$ cat src/include/inband_reset_pkg.sv
/*
  shared constants and carrier types for the in-band reset and error-clear block.
  assumes a single 25 MHz system clock and an asynchronous active-high reset.
*/
package inband_reset_pkg;
  // ==========================================================
  // opcodes and field widths
  localparam logic [7:0] error_clear_opcode = 8'hb6;
  localparam logic [3:0] reset_pattern = 4'h5; // msb is the first pulse
  localparam int pulse_count = 4;
  localparam int ecc_status_width = 3;
  localparam int ecc_counter_width = 4;
  localparam int chunk_addr_width = 32;

  // ==========================================================
  // default values of volatile error fields
  localparam logic [2:0] ecc_status_reset = 3'h0;
  localparam logic [3:0] ecc_counter_reset = 4'h0;
  localparam logic [31:0] chunk_addr_reset = 32'h0;

  // ==========================================================
  // timing
  localparam int clk_period_ns = 40;
  localparam int select_low_time_ns = 500;
  localparam int select_high_time_ns = 500;
  localparam int reset_busy_ns = 1000;
  localparam int reset_busy_cycles = (reset_busy_ns + clk_period_ns - 1) / clk_period_ns;

  typedef enum logic [1:0] {
    st_idle = 2'b00,
    st_reset = 2'b01
  } detect_e;

  // volatile error status carried as one group
  typedef struct packed {
    logic [2:0] ecc_status_field;
    logic address_parity_status;
    logic data_check_status;
    logic [3:0] ecc_event_counter;
    logic illegal_program_flag;
    logic [31:0] first_event_chunk_address;
  } err_status_s;

  // events raised by the rest of the device
  typedef struct packed {
    logic ecc_event;
    logic [2:0] ecc_status;
    logic [31:0] chunk_address;
    logic parity_error;
    logic crc_error;
    logic illegal_program;
  } err_event_s;
endpackage

$ cat src/verilog/inband_reset_error_clear.sv
/*
  in-band reset detector and error-clear logic of a serial flash device.
  assumes chip select, data line zero and serial clock are asynchronous pins,
  and that command decode delivers a one-cycle opcode strobe on mclk.
  assumes the host keeps each select phase well above three mclk periods;
  shorter pulses may be lost in the synchronisers.
  chip select and data line zero pass identical two-flop paths, so the level
  seen at a select rise is the level that stood on the pin at that rise.
  a select rise is acted on three mclk after the pin moves.
  error events from the rest of the device arrive as one-cycle pulses on mclk;
  soft and hard reset requests arrive on mclk as well.
  the busy window after an in-band reset lasts busy_cycles mclk periods;
  error events still land during it, opcode clears do not.
  data line zero is never driven while the busy window runs.
  error_n_out is the open-drain level and error_n_oe pulls it low when low.
*/
// Contract
// [RQ1] clear-error opcode releases error output
// [RQ2] clear-error opcode defaults all volatile error fields
// [RQ3] power-on, hardware, software reset clear errors
// [RQ4] in-band reset uses chip select, data zero
// [RQ5] host holds serial clock steady throughout
// [RQ6] host drives data zero low-high-low-high
// [RQ7] sample data zero at chip select rise
// [RQ8] fourth matching pulse triggers internal reset
// [RQ9] no data zero drive before first clock
// [RQ10] detector works in any device state
// [RQ11] ignore chip select during reset
// [RQ12] resume normal operation after reset completes
// [RQ13] host holds each select phase 500 ns
// [RQ14] host uses it only for recovery
// [RQ15] error output low from event until cleared
// [RQ16] in-band reset also clears error fields
// [RQ17] pattern break restarts pulse count
module inband_reset_error_clear
  import inband_reset_pkg::*;
#(
  parameter int busy_cycles = reset_busy_cycles
) (
  input wire logic mclk,
  input wire logic rst,
  input wire logic select_n_pin,
  input wire logic data_line_zero_in,
  input wire logic serial_clk_pin,
  input wire logic dq0_out_req,
  input wire logic opcode_valid,
  input wire logic [7:0] opcode,
  input wire logic soft_reset,
  input wire logic hard_reset,
  input wire err_event_s err_event,
  output logic error_n_out,
  output logic error_n_oe,
  output logic data_line_zero_oe,
  output logic inband_reset_pulse,
  output logic device_busy,
  output err_status_s err_status
);

  // ==========================================================
  // state
  // state: one packed record, registered in a single process
  typedef struct packed {
    logic [1:0] cs_sync;
    logic [1:0] d0_sync;
    logic [1:0] sck_sync;
    logic cs_prev;
    logic sck_prev;
    logic first_edge_seen;
    logic [2:0] pulse_idx;
    logic [15:0] busy_cnt;
    detect_e mode;
    logic error_active;
    logic reset_pulse;
    err_status_s stat;
  } state_s;

  state_s state_q;
  state_s state_d;

  logic cs_rise;
  logic clear_all;
  logic expected_bit;

  // pattern bit expected on a given pulse; the first pulse is the msb
  // of the pattern, so pulses carry low, high, low, high in turn
  function automatic logic pattern_bit(input logic [2:0] idx);
    pattern_bit = reset_pattern[2'(pulse_count - 1) - idx[1:0]];
  endfunction

  // ==========================================================
  // next state
  // the whole block is one state record; synchroniser shifts, edge
  // detection, pulse counting, busy window and error fields all settle here
  always_comb begin
    state_d = state_q;
    state_d.reset_pulse = 1'b0;
    // two-flop synchronisers on the pins
    // only the second flop of each pair is read by logic
    state_d.cs_sync = {state_q.cs_sync[0], select_n_pin};
    state_d.d0_sync = {state_q.d0_sync[0], data_line_zero_in};
    state_d.sck_sync = {state_q.sck_sync[0], serial_clk_pin};
    state_d.cs_prev = state_q.cs_sync[1];
    state_d.sck_prev = state_q.sck_sync[1];
    cs_rise = state_q.cs_sync[1] & ~state_q.cs_prev;
    expected_bit = pattern_bit(state_q.pulse_idx);
    clear_all = 1'b0;

    // first serial clock edge within a select frame
    // marks the point after which the device may drive data line zero
    if (state_q.cs_sync[1]) begin
      state_d.first_edge_seen = 1'b0;
    end else if (state_q.sck_sync[1] != state_q.sck_prev) begin
      state_d.first_edge_seen = 1'b1;
    end

    // pulse counter: an unclocked select pulse with the expected level
    // advances it, a clocked frame or a wrong level restarts it
    unique case (state_q.mode)
      st_idle: begin
        // detector runs regardless of protocol mode
        if (cs_rise) begin // RQ4 RQ10
          if (state_q.first_edge_seen) begin
            state_d.pulse_idx = 3'h0; // clocked frame is a command
          end else if (state_q.d0_sync[1] == expected_bit) begin // RQ7
            if (state_q.pulse_idx == 3'(pulse_count - 1)) begin
              state_d.pulse_idx = 3'h0;
              state_d.mode = st_reset; // RQ8
              state_d.busy_cnt = 16'(busy_cycles);
              state_d.reset_pulse = 1'b1;
              clear_all = 1'b1; // RQ16
            end else begin
              state_d.pulse_idx = state_q.pulse_idx + 3'h1;
            end
          end else begin
            // a low sample can still start a fresh pattern
            state_d.pulse_idx = state_q.d0_sync[1] ? 3'h0 : 3'h1; // RQ17
          end
        end
      end
      st_reset: begin
        // chip select activity ignored while busy
        if (state_q.busy_cnt <= 16'h1) begin // RQ11
          state_d.mode = st_idle; // RQ12
          state_d.busy_cnt = 16'h0;
        end else begin
          state_d.busy_cnt = state_q.busy_cnt - 16'h1;
        end
      end
      default: state_d.mode = st_idle;
    endcase

    // opcode and other resets clear errors; the opcode is refused while
    // busy, the soft and hard requests are not
    if (state_q.mode == st_idle && opcode_valid && opcode == error_clear_opcode) begin
      clear_all = 1'b1; // RQ1 RQ2
    end
    if (soft_reset || hard_reset) begin
      clear_all = 1'b1; // RQ3
    end

    if (clear_all) begin
      state_d.error_active = 1'b0;
      state_d.stat.ecc_status_field = ecc_status_reset;
      state_d.stat.address_parity_status = 1'b0;
      state_d.stat.data_check_status = 1'b0;
      state_d.stat.ecc_event_counter = ecc_counter_reset;
      state_d.stat.illegal_program_flag = 1'b0;
      state_d.stat.first_event_chunk_address = chunk_addr_reset;
    end

    // new events win over a clear in the same cycle, so an error that
    // lands with the clear is never lost; the counter saturates at 15
    if (err_event.ecc_event) begin
      state_d.error_active = 1'b1; // RQ15
      state_d.stat.ecc_status_field = err_event.ecc_status;
      if (state_q.stat.ecc_event_counter != 4'hf || clear_all) begin
        state_d.stat.ecc_event_counter = clear_all ? 4'h1 :
          state_q.stat.ecc_event_counter + 4'h1;
      end
      if (state_q.stat.ecc_event_counter == 4'h0 || clear_all) begin
        state_d.stat.first_event_chunk_address = err_event.chunk_address;
      end
    end
    if (err_event.parity_error) begin
      state_d.stat.address_parity_status = 1'b1;
    end
    if (err_event.crc_error) begin
      state_d.stat.data_check_status = 1'b1;
    end
    if (err_event.illegal_program) begin
      state_d.stat.illegal_program_flag = 1'b1;
    end
  end

  // ==========================================================
  // registers; async reset is the power-on clear
  // the select synchroniser resets to the idle high level so that
  // no false select rise follows reset
  always_ff @(posedge mclk or posedge rst) begin
    if (rst) begin
      state_q <= '{cs_sync: 2'h3, d0_sync: 2'h0, sck_sync: 2'h0, cs_prev: 1'b1,
                   sck_prev: 1'b0, first_edge_seen: 1'b0, pulse_idx: 3'h0,
                   busy_cnt: 16'h0, mode: st_idle, error_active: 1'b0,
                   reset_pulse: 1'b0, stat: '0}; // RQ3
    end else begin
      state_q <= state_d;
    end
  end

  // ==========================================================
  // outputs
  // error_n_oe comes straight from a register and error_n_out is tied low; the data line
  // enable is combinational and releases once the synchronised select reads high, two mclk after the pin rises
  assign error_n_out = 1'b0;
  assign error_n_oe = ~state_q.error_active; // RQ15
  // data zero only driven after first clock edge in a frame
  assign data_line_zero_oe = ~(dq0_out_req & state_q.first_edge_seen
                               & ~state_q.cs_sync[1] & (state_q.mode == st_idle)); // RQ9
  assign inband_reset_pulse = state_q.reset_pulse;
  assign device_busy = (state_q.mode == st_reset);
  assign err_status = state_q.stat;

endmodule

$ cat config.mk
export PLATFORM = sky130hd
export DESIGN_NAME = inband_reset_error_clear
export DESIGN_NICKNAME = d
export VERILOG_FILES = /design/src/include/inband_reset_pkg.sv /design/src/verilog/inband_reset_error_clear.sv
export SDC_FILE = /design/constraint.sdc
export NUM_CORES = 1
export LEC_CHECK = 0
export ABC_AREA = 1
export BUFFER_PORTS_ARGS = -buffer_cell sky130_fd_sc_hd__buf_2
export CELL_PAD_IN_SITES_DETAIL_PLACEMENT = 2
export CELL_PAD_IN_SITES_GLOBAL_PLACEMENT = 2
export CORE_MARGIN = 4
export CORE_UTILIZATION = 33
export DETAILED_ROUTE_END_ITERATION = 8
export GPL_ROUTABILITY_DRIVEN = 0
export MAX_ROUTING_LAYER = met4
export PLACE_DENSITY = 0.83
export REMOVE_ABC_BUFFERS = 1
export SYNTH_ARGS = -nofsm -noshare
export SYNTH_HDL_FRONTEND = slang
export SYNTH_SLANG_ARGS = --single-unit
export TNS_END_PERCENT = 30
$ cat constraint.sdc
create_clock -name mclk -period 4.9 [get_ports mclk]
set_clock_uncertainty 0.05 [all_clocks]
set_input_delay 1.47 -clock mclk [delete_from_list [all_inputs] [get_ports mclk]]
set_output_delay 1.47 -clock mclk [all_outputs]
set_load 0.03 [all_outputs]
# --- Yosys cells after proc, flatten, opt, wreduce, memory -nomap -nowiden ---
# Cells that the tools add are included.
totals:
  ramBits: 0
  mem_count: 0
  wordCells: 93
  rom_bits: 0
  latchBits: 0
  ff_bits: 74
  out_inout_bits: 47
classes:
  n_addsub: 4
  eq_ne: 11
  n_lt_le_gt_ge: 2
  multipliers: 0
  muxes: 35
  n_shift: 0
  n_bitwise: 8
  n_div: 0
  n_reduce_logical: 16
ops:
  columns: ["operator", "n"]
  rows:
  - ["$mux 18", 4]
  - ["$mux 32", 2]
  - ["$mux 42", 1]
  - ["$pmux 16 s2", 1]
  - ["$le 16x1->1 const B", 1]
  - ["$mux 1", 16]
  - ["$mux 16", 1]
  - ["$sub 16x1->16 const B", 1]
  - ["$mux 3", 4]
  - ["$mux 4", 3]
  - ["$reduce_bool 2->1", 6]
  - ["$reduce_and 5->1", 2]
  - ["$eq 8x8->1 const B", 1]
  - ["$ne 2x2->1 const B", 4]
  - ["$add 4x1->4 const B", 1]
  - ["$and 1x1->1", 4]
  - ["$logic_not 4->1", 1]
  - ["$ne 4x4->1 const B", 1]
  - ["$not 1->1", 4]
  - ["$pmux 2 s2", 1]
  - ["$add 3x1->3 const B", 1]
  - ["$eq 3x2->1 const B", 1]
  - ["$logic_or 1x1->1", 3]
  - ["$lt 2x3->1 const B", 1]
  - ["10 further kinds", 11]

# --- Depth between registers and ports, before layout ---
# Gate-level depths: netlist (run 1).
logic_depth:
  word_depth: 13
  mapped_depth: 10
  depth_no_buf: 9

# --- Worst setup path after synthesis (run 1) ---
# OpenSTA, ideal clock, no wires.
synth_path:
  path_kind: "input -> output"
  start: "in dq0_out_req"
  end: "out data_line_zero_oe"
  t_arrival_ps: 1776
  n_path_buf: 0
  cell_stages: 1
  setup_slack_ps: 1604
  cell_sequence: "nand4_1"
synth_between:
  elab_chain_len: 4
synth_rtl:
  columns: ["element", "line", "source"]
  rows:
  - ["from (decl)", "inband_reset_error_clear.sv:45", "input wire logic dq0_out_req,"]
  - ["$and 1x1->1", "inband_reset_error_clear.sv:217", "assign data_line_zero_oe = ~(dq0_out_req & state_q.first_edge_seen"]
  - ["$and 1x1->1 (2 in series)", "inband_reset_error_clear.sv:218", "& ~state_q.cs_sync[1] & (state_q.mode == st_idle));"]
  - ["$not 1->1", "inband_reset_error_clear.sv:217", null]
  - ["to (decl)", "inband_reset_error_clear.sv:53", "output logic data_line_zero_oe,"]
# Every way passes these cells.

# --- Worst setup path after layout (run 1) ---
# Same ends and word-level chain as after synthesis.

==> flow_metrics.env, run 1 <==
export IMPL_drt_wl_total_um=12300
export IMPL_switching_share_pct=38.5
export IMPL_drtPass1Iterations=4
export IMPL_path_max_fanout=1
export IMPL_tightest_slew_ps=888
export IMPL_finalSetupViolations=0
export IMPL_nNetsFinal=565
export IMPL_period_share_pct=68.4
export IMPL_drive_gt1_share_pct=27.7
export IMPL_fmax_mhz=298
export IMPL_overflow=0
export IMPL_num_vias=3413
export IMPL_syn_area_mm2=0.00391
export IMPL_grt_pass1_vias=3826
export IMPL_antenna_found_initial=0
export IMPL_yosysUniqueCellTypes=34
export IMPL_cts_sinks=73
export IMPL_leakagePower_nw=2.38
export IMPL_port_buffers=101
export IMPL_synth_area_top_cells="dfrtp_1 45%, nand2_1 9.2%, buf_4 8.6%, o2111ai_1 7.2%, nand3_1 6.3%"
export IMPL_grt_start_max_net_pins=43
export IMPL_drcViolationCount=0
export IMPL_tns_ps=0
export IMPL_wl_per_cell_um=18.8
export IMPL_hp_class="reg -> reg"
export IMPL_io_pins=103
export IMPL_cts_root_buffer="clkbuf_16"
export IMPL_ctsResizeCount=0
export IMPL_min_from="state_d[69]$_DFF_PP0_"
export IMPL_p_comb_share_pct=31.4
export IMPL_dpl_hpwl_um=8460
export IMPL_drt_iter0_drc=94
export IMPL_fin_ws_ps=1550
export IMPL_powerDensity_mw_per_mm2=478
export IMPL_die_y_um=117
export IMPL_rows=39
export IMPL_grt_pass1_wl_um=19900
export IMPL_fillers=1352
export IMPL_syn_area_per_cell_um2=8.64
export IMPL_yosysWarningCount=0
export IMPL_crit_required_ps=3380
export IMPL_netSwitchingPower_mw=0.822
export IMPL_die_x_um=117
export IMPL_yosysSeqAreaShare_pct=46.8
export IMPL_die_area_mm2=0.0137
export IMPL_synthCells=453
export IMPL_clockBufferDepth=2
export IMPL_cts_clk_slew_worst_paths_ps=60
export IMPL_diodes=0
export IMPL_h_tree_depth=3
export IMPL_cts_buffers=9
export IMPL_post_synth_top_area_fraction_pct=44.8
export IMPL_worstReg2RegStart="state_q[62]$_DFFE_PP0P_"
export IMPL_hold_buffers=0
export IMPL_post_cts_setup_buffers=0
export IMPL_fin_util_pct=38.8
export IMPL_critPathLaunchType="input port"
export IMPL_ys_ff_latch=73
export IMPL_hold_violations=0
export IMPL_worst_setup_path_type="in -> out"
export IMPL_rsz0062_at_grt="no"
export IMPL_coreArea_mm2=0.0115
export IMPL_cts_tree="yes"
export IMPL_slew_violations=0
export IMPL_start_util_pct=34.0
export IMPL_intPower_mw=1.31
export IMPL_relSlewSlack_pct=40.7
export IMPL_clkLatencyLatePin_ps=340
export IMPL_seq_power_share_pct=36.6
export IMPL_setup_worst_path_start="dq0_out_req"
export IMPL_yosysTopAreaCell="dfrtp_1"
export IMPL_clkPwrFrac_pct=32.0
export IMPL_syn_to_final_growth_pct=14.2
export IMPL_end_kind="output pin"
export IMPL_vias_per_cell=5.23
export IMPL_layout_min_cycle_time_ps=3350
export IMPL_drtAntennaViolNets=0
export IMPL_grtUsageTotal_pct=19.2
export IMPL_drv_cap=0
export IMPL_irDropWorstVdd_uv=231
export IMPL_status="completed"
export IMPL_place_ws_ps=1480
export IMPL_arrival_ps=1830
## cells in the final DEF (no fill, tap or decap), types with 2 or more instances in the layout
cell,count
clkbuf_8,2
a31o_2,3
nand3_1,49
or2_2,2
clkbuf_1,2
nand2_1,96
dfrtp_1,70
inv_2,2
nor2_1,35
clkinv_2,2
buf_2,101
nand3_2,2
nor3_1,4
o21ai_0,11
ha_1,5
a21oi_1,7
inv_1,34
dfstp_2,3
clkbuf_16,9
buf_4,6
xor2_1,4
o2111ai_1,32
o21ai_1,3
nor2_2,3
nand4_1,11
## synthesized netlist by cell type, drive strengths merged
cell     number
nor3          4
a21oi         8
nand2        96
or2           2
nand3        51
clkbuf       11
nor2         39
o2111ai      32
buf          56
a21o          1
dfrtp        70
dfstp         3
o21ai        15
ha            5
a31oi         1
nand4        12
inv          36
xnor2         1
a31o          3
xor2          4
conb          1
o22ai         1
o211ai        1
## registers in the layout, summed over array words and instances (netlist names)
name and cells:
inband_reset_pulse 1, state_q 25, err_status 42, state_d 5
## final timing paths
check | cells past startpoint | to | slack, ps
worst max-delay path | 3 | data_line_zero_oe | 1550
worst min-delay path | 0 | state_d[66]$_DFF_PP0_ | 300
worst max register to register | 8 | err_status[0]$_DFF_PP0_ | 2310
worst min register to register | 0 | state_d[66]$_DFF_PP0_ | 300
max in group asynchronous | 3 | err_status[35]$_DFF_PP0_ | 2730
min in group asynchronous | 2 | state_q[50]$_DFFE_PP0P_ | 1270
## routing by layer
metal	GRT usage [%]	part of all wire, %	up-vias
li1	-	-	1593
met1	22.5	41	1732
met2	33.8	54	76
met3	4.68	4.3	12
met4	3.82	0.88	0
met5	-	0	-
## stage by stage
step	total power, mW	instances	hold slack [ps]	area, um^2
6_report	2.14	652	300	4470
5_1_grt	2.28	652	322	4470
4_1_cts	2.16	652	305	4470
3_5_place_dp	1.46	636	288	4170
3_3_place_gp	1.41	636	285	4170
2_1_floorplan	1.22	386	281	3440
## worst max-delay path, cell delays in order
cell and delay, ps:
buf_2 90, nand4_1 70, buf_2 200
## logic make-up after synthesis
logic type	count (synthesis)	share of synthesized area, %
compound gates	62	11.7
buf+inv	103	15.5
fa+ha+maj	5	1.60
flops	73	46.8
xor+xnor	5	1.31
other cells	1	0.0958
simple gates	204	23.0
## power groups by stage
| stage | clock network, mW | registers (mW) | logic, mW |
|---|---|---|---|
| after floorplan | 0 | 0.828 | 0.389 |
| after global placement | 0 | 0.779 | 0.628 |
| after detailed placement | 0 | 0.788 | 0.668 |
| after CTS | 0.696 | 0.781 | 0.684 |
| after global routing | 0.726 | 0.793 | 0.759 |
| final | 0.683 | 0.781 | 0.671 |
## layout make-up
type | count | area (um^2) | share of cell area, %
Clock buffer | 13 | 260 | 5.82
Sequential cell | 73 | 1830 | 40.9
Timing Repair Buffer | 107 | 551 | 12.3
Multi-Input combinational cell | 277 | 1480 | 33.0
Clock inverter | 3 | 40.0 | 0.896
Inverter | 36 | 135 | 3.02
Tap cell | 143 | 179 | 4.00
(Power assumes the default switching activity.)
==> run 2: changes to the inputs <==
- CORE_UTILIZATION: 33 -> 31
- PLACE_DENSITY: 0.83 -> 0.78
- clock period: 4.9 -> 3.2 ns (I/O delays scaled with it)
==> run 2 against run 1 <==
Effect of this change: flip-flop and latch count stayed put; clock-buffer cell count is 2 lower; clock power is 64% higher; non-clock buffer count is 4 higher; largest power group unchanged; sequential share of layout area decreased by 0.93 points; die area grew 6.0%; final area rose by 2.3%; final cell count rose by 4.4%; combinational power up 52%; critical endpoint unchanged.
==> flow_metrics.env, run 2 (same netlist as run 1, synthesis figures left out) <==
export IMPL_drive_gt1_share_pct=28.7
export IMPL_path_max_fanout=1
export IMPL_die_area_mm2=0.0145
export IMPL_fillers=1358
export IMPL_clkLatencyLatePin_ps=340
export IMPL_cpPeakStageDelay_ps=200
export IMPL_rsz0062_at_grt="no"
export IMPL_drt_wl_total_um=12200
export IMPL_drtPass1Iterations=4
export IMPL_finalHoldWorstSlack_ps=304
export IMPL_end_kind="output pin"
export IMPL_dpl_hpwl_um=8370
export IMPL_netSwitchingPower_mw=1.24
export IMPL_holdPathStages=0
export IMPL_diodes=0
export IMPL_die_x_um=120
export IMPL_cts_sinks=73
export IMPL_cts_root_buffer="clkbuf_16"
export IMPL_final_cells=681
export IMPL_start_util_pct=32.2
export IMPL_cts_clk_slew_worst_paths_ps=50
export IMPL_r2r_slack_ps=1120
export IMPL_p_comb_share_pct=30.6
export IMPL_overflow=0
export IMPL_largest_reg_flops=42
export IMPL_port_buffers=101
export IMPL_drv_cap=0
export IMPL_wl_per_cell_um=17.8
export IMPL_die_y_um=120
export IMPL_r2r_end="err_status[40]$_DFFE_PP0P_"
export IMPL_path_buf_inv=2
export IMPL_powerDensity_mw_per_mm2=731
export IMPL_clkPwrFrac_pct=33.6
export IMPL_cts_buffers=9
export IMPL_seq_power_share_pct=35.8
export IMPL_final_cell_mix="101 x buf_2, 96 x nand2_1, 70 x dfrtp_1, 49 x nand3_1, 35 x nor2_1"
export IMPL_hold_buffers=0
export IMPL_r2r_cells=8
export IMPL_crit_required_ps=2190
export IMPL_post_cts_setup_buffers=0
export IMPL_grt_pass1_wl_um=20400
export IMPL_crit_family="buffers and inverters"
export IMPL_io_pins=103
export IMPL_min_from="state_d[71]$_DFF_PP0_"
export IMPL_crit_chain="buf_2 > nand4_1 > buf_2"
export IMPL_hp_class="reg -> reg"
export IMPL_place_inst=665
export IMPL_hold_violations=0
export IMPL_ctsResizeCount=0
export IMPL_intPower_mw=2.10
export IMPL_min_to="state_q[71]$_DFF_PP0_"
export IMPL_period_share_pct=73.5
export IMPL_tns_ps=0
export IMPL_status="completed"
export IMPL_crit_top_cell="buf_2"
export IMPL_clockBufferDepth=2
export IMPL_critPathLaunchType="input port"
export IMPL_num_vias=3431
export IMPL_coreArea_mm2=0.0122
export IMPL_nNetsFinal=569
export IMPL_finalSetupViolations=0
export IMPL_vias_per_cell=5.04
export IMPL_cp_slowest_cell="buf_2"
export IMPL_rows=40
export IMPL_arrival_ps=1340
export IMPL_grt_pass1_vias=3906
export IMPL_syn_to_final_growth_pct=16.9
export IMPL_final_common_cell="buf_2"
export IMPL_h_tree_depth=3
export IMPL_drcViolationCount=0
export IMPL_irDropWorstVdd_uv=313
export IMPL_cts_tree="yes"
export IMPL_switching_share_pct=37.2
export IMPL_layout_min_cycle_time_ps=2350
export IMPL_grt_start_max_net_pins=74
export IMPL_leakagePower_nw=2.42
export IMPL_cp_num_cells=3
export IMPL_worstReg2RegStart="state_q[44]$_DFFE_PP0P_"
export IMPL_grtUsageTotal_pct=18.0
export IMPL_slew_violations=0
export IMPL_worst_setup_path_type="in -> out"
export IMPL_fmax_mhz=425
export IMPL_drtAntennaViolNets=0
export IMPL_tightest_slew_ps=641
export IMPL_antenna_found_initial=0
export IMPL_drt_iter0_drc=157
export IMPL_relSlewSlack_pct=57.2
-- run 2: worst max-delay path by stage --
stage                            startpoint                         end  slack, ps
finish                          dq0_out_req           data_line_zero_oe        850
global route        state_q[44]$_DFFE_PP0P_           data_line_zero_oe        770
CTS                 state_q[44]$_DFFE_PP0P_           data_line_zero_oe        810
detailed placement               hard_reset  err_status[40]$_DFFE_PP0P_        630
global placement                 hard_reset  err_status[39]$_DFFE_PP0P_        680
floorplan                               rst     err_status[0]$_DFF_PP0_        340
-- run 2: layout make-up --
class / count / area, um^2 / share of cell area, %
flip-flops and latches: 73 / 1830 / 40.0
multi-input cells: 277 / 1480 / 32.2
repair buffers: 111 / 593 / 13.0
clock buffers: 11 / 253 / 5.53
well taps: 168 / 210 / 4.60
inverters: 36 / 135 / 2.95
clock inverters: 5 / 77.6 / 1.70
-- run 2: routing by layer --
| metal | up-vias | GRT usage, % | wire length [um] |
|---|---|---|---|
| li1 | 1608 | - | - |
| met1 | 1725 | 22.3 | 5120 |
| met2 | 87 | 30.4 | 6380 |
| met3 | 11 | 3.74 | 524 |
| met4 | 0 | 4.11 | 121 |
| met5 | - | - | 0 |
-- run 2: stage by stage --
stage / setup WS [ps] / util, % / power, mW / cell area [um^2]
2_1_floorplan: 342 / - / 1.86 / 3440
3_3_place_gp: 679 / 34.9 / 2.18 / 4240
3_5_place_dp: 629 / 34.9 / 2.23 / 4240
4_1_cts: 813 / 37.6 / 3.39 / 4570
5_1_grt: 770 / 37.6 / 3.60 / 4570
6_report: 849 / 37.6 / 3.34 / 4570
-- run 2: power groups by stage --
stage / clock network, mW / logic [mW] / registers, mW
4_1_cts: 1.15 / 1.04 / 1.20
3_5_place_dp: 0 / 1.02 / 1.21
2_1_floorplan: 0 / 0.595 / 1.27
5_1_grt: 1.21 / 1.17 / 1.22
3_3_place_gp: 0 / 0.974 / 1.20
6_report: 1.12 / 1.02 / 1.20
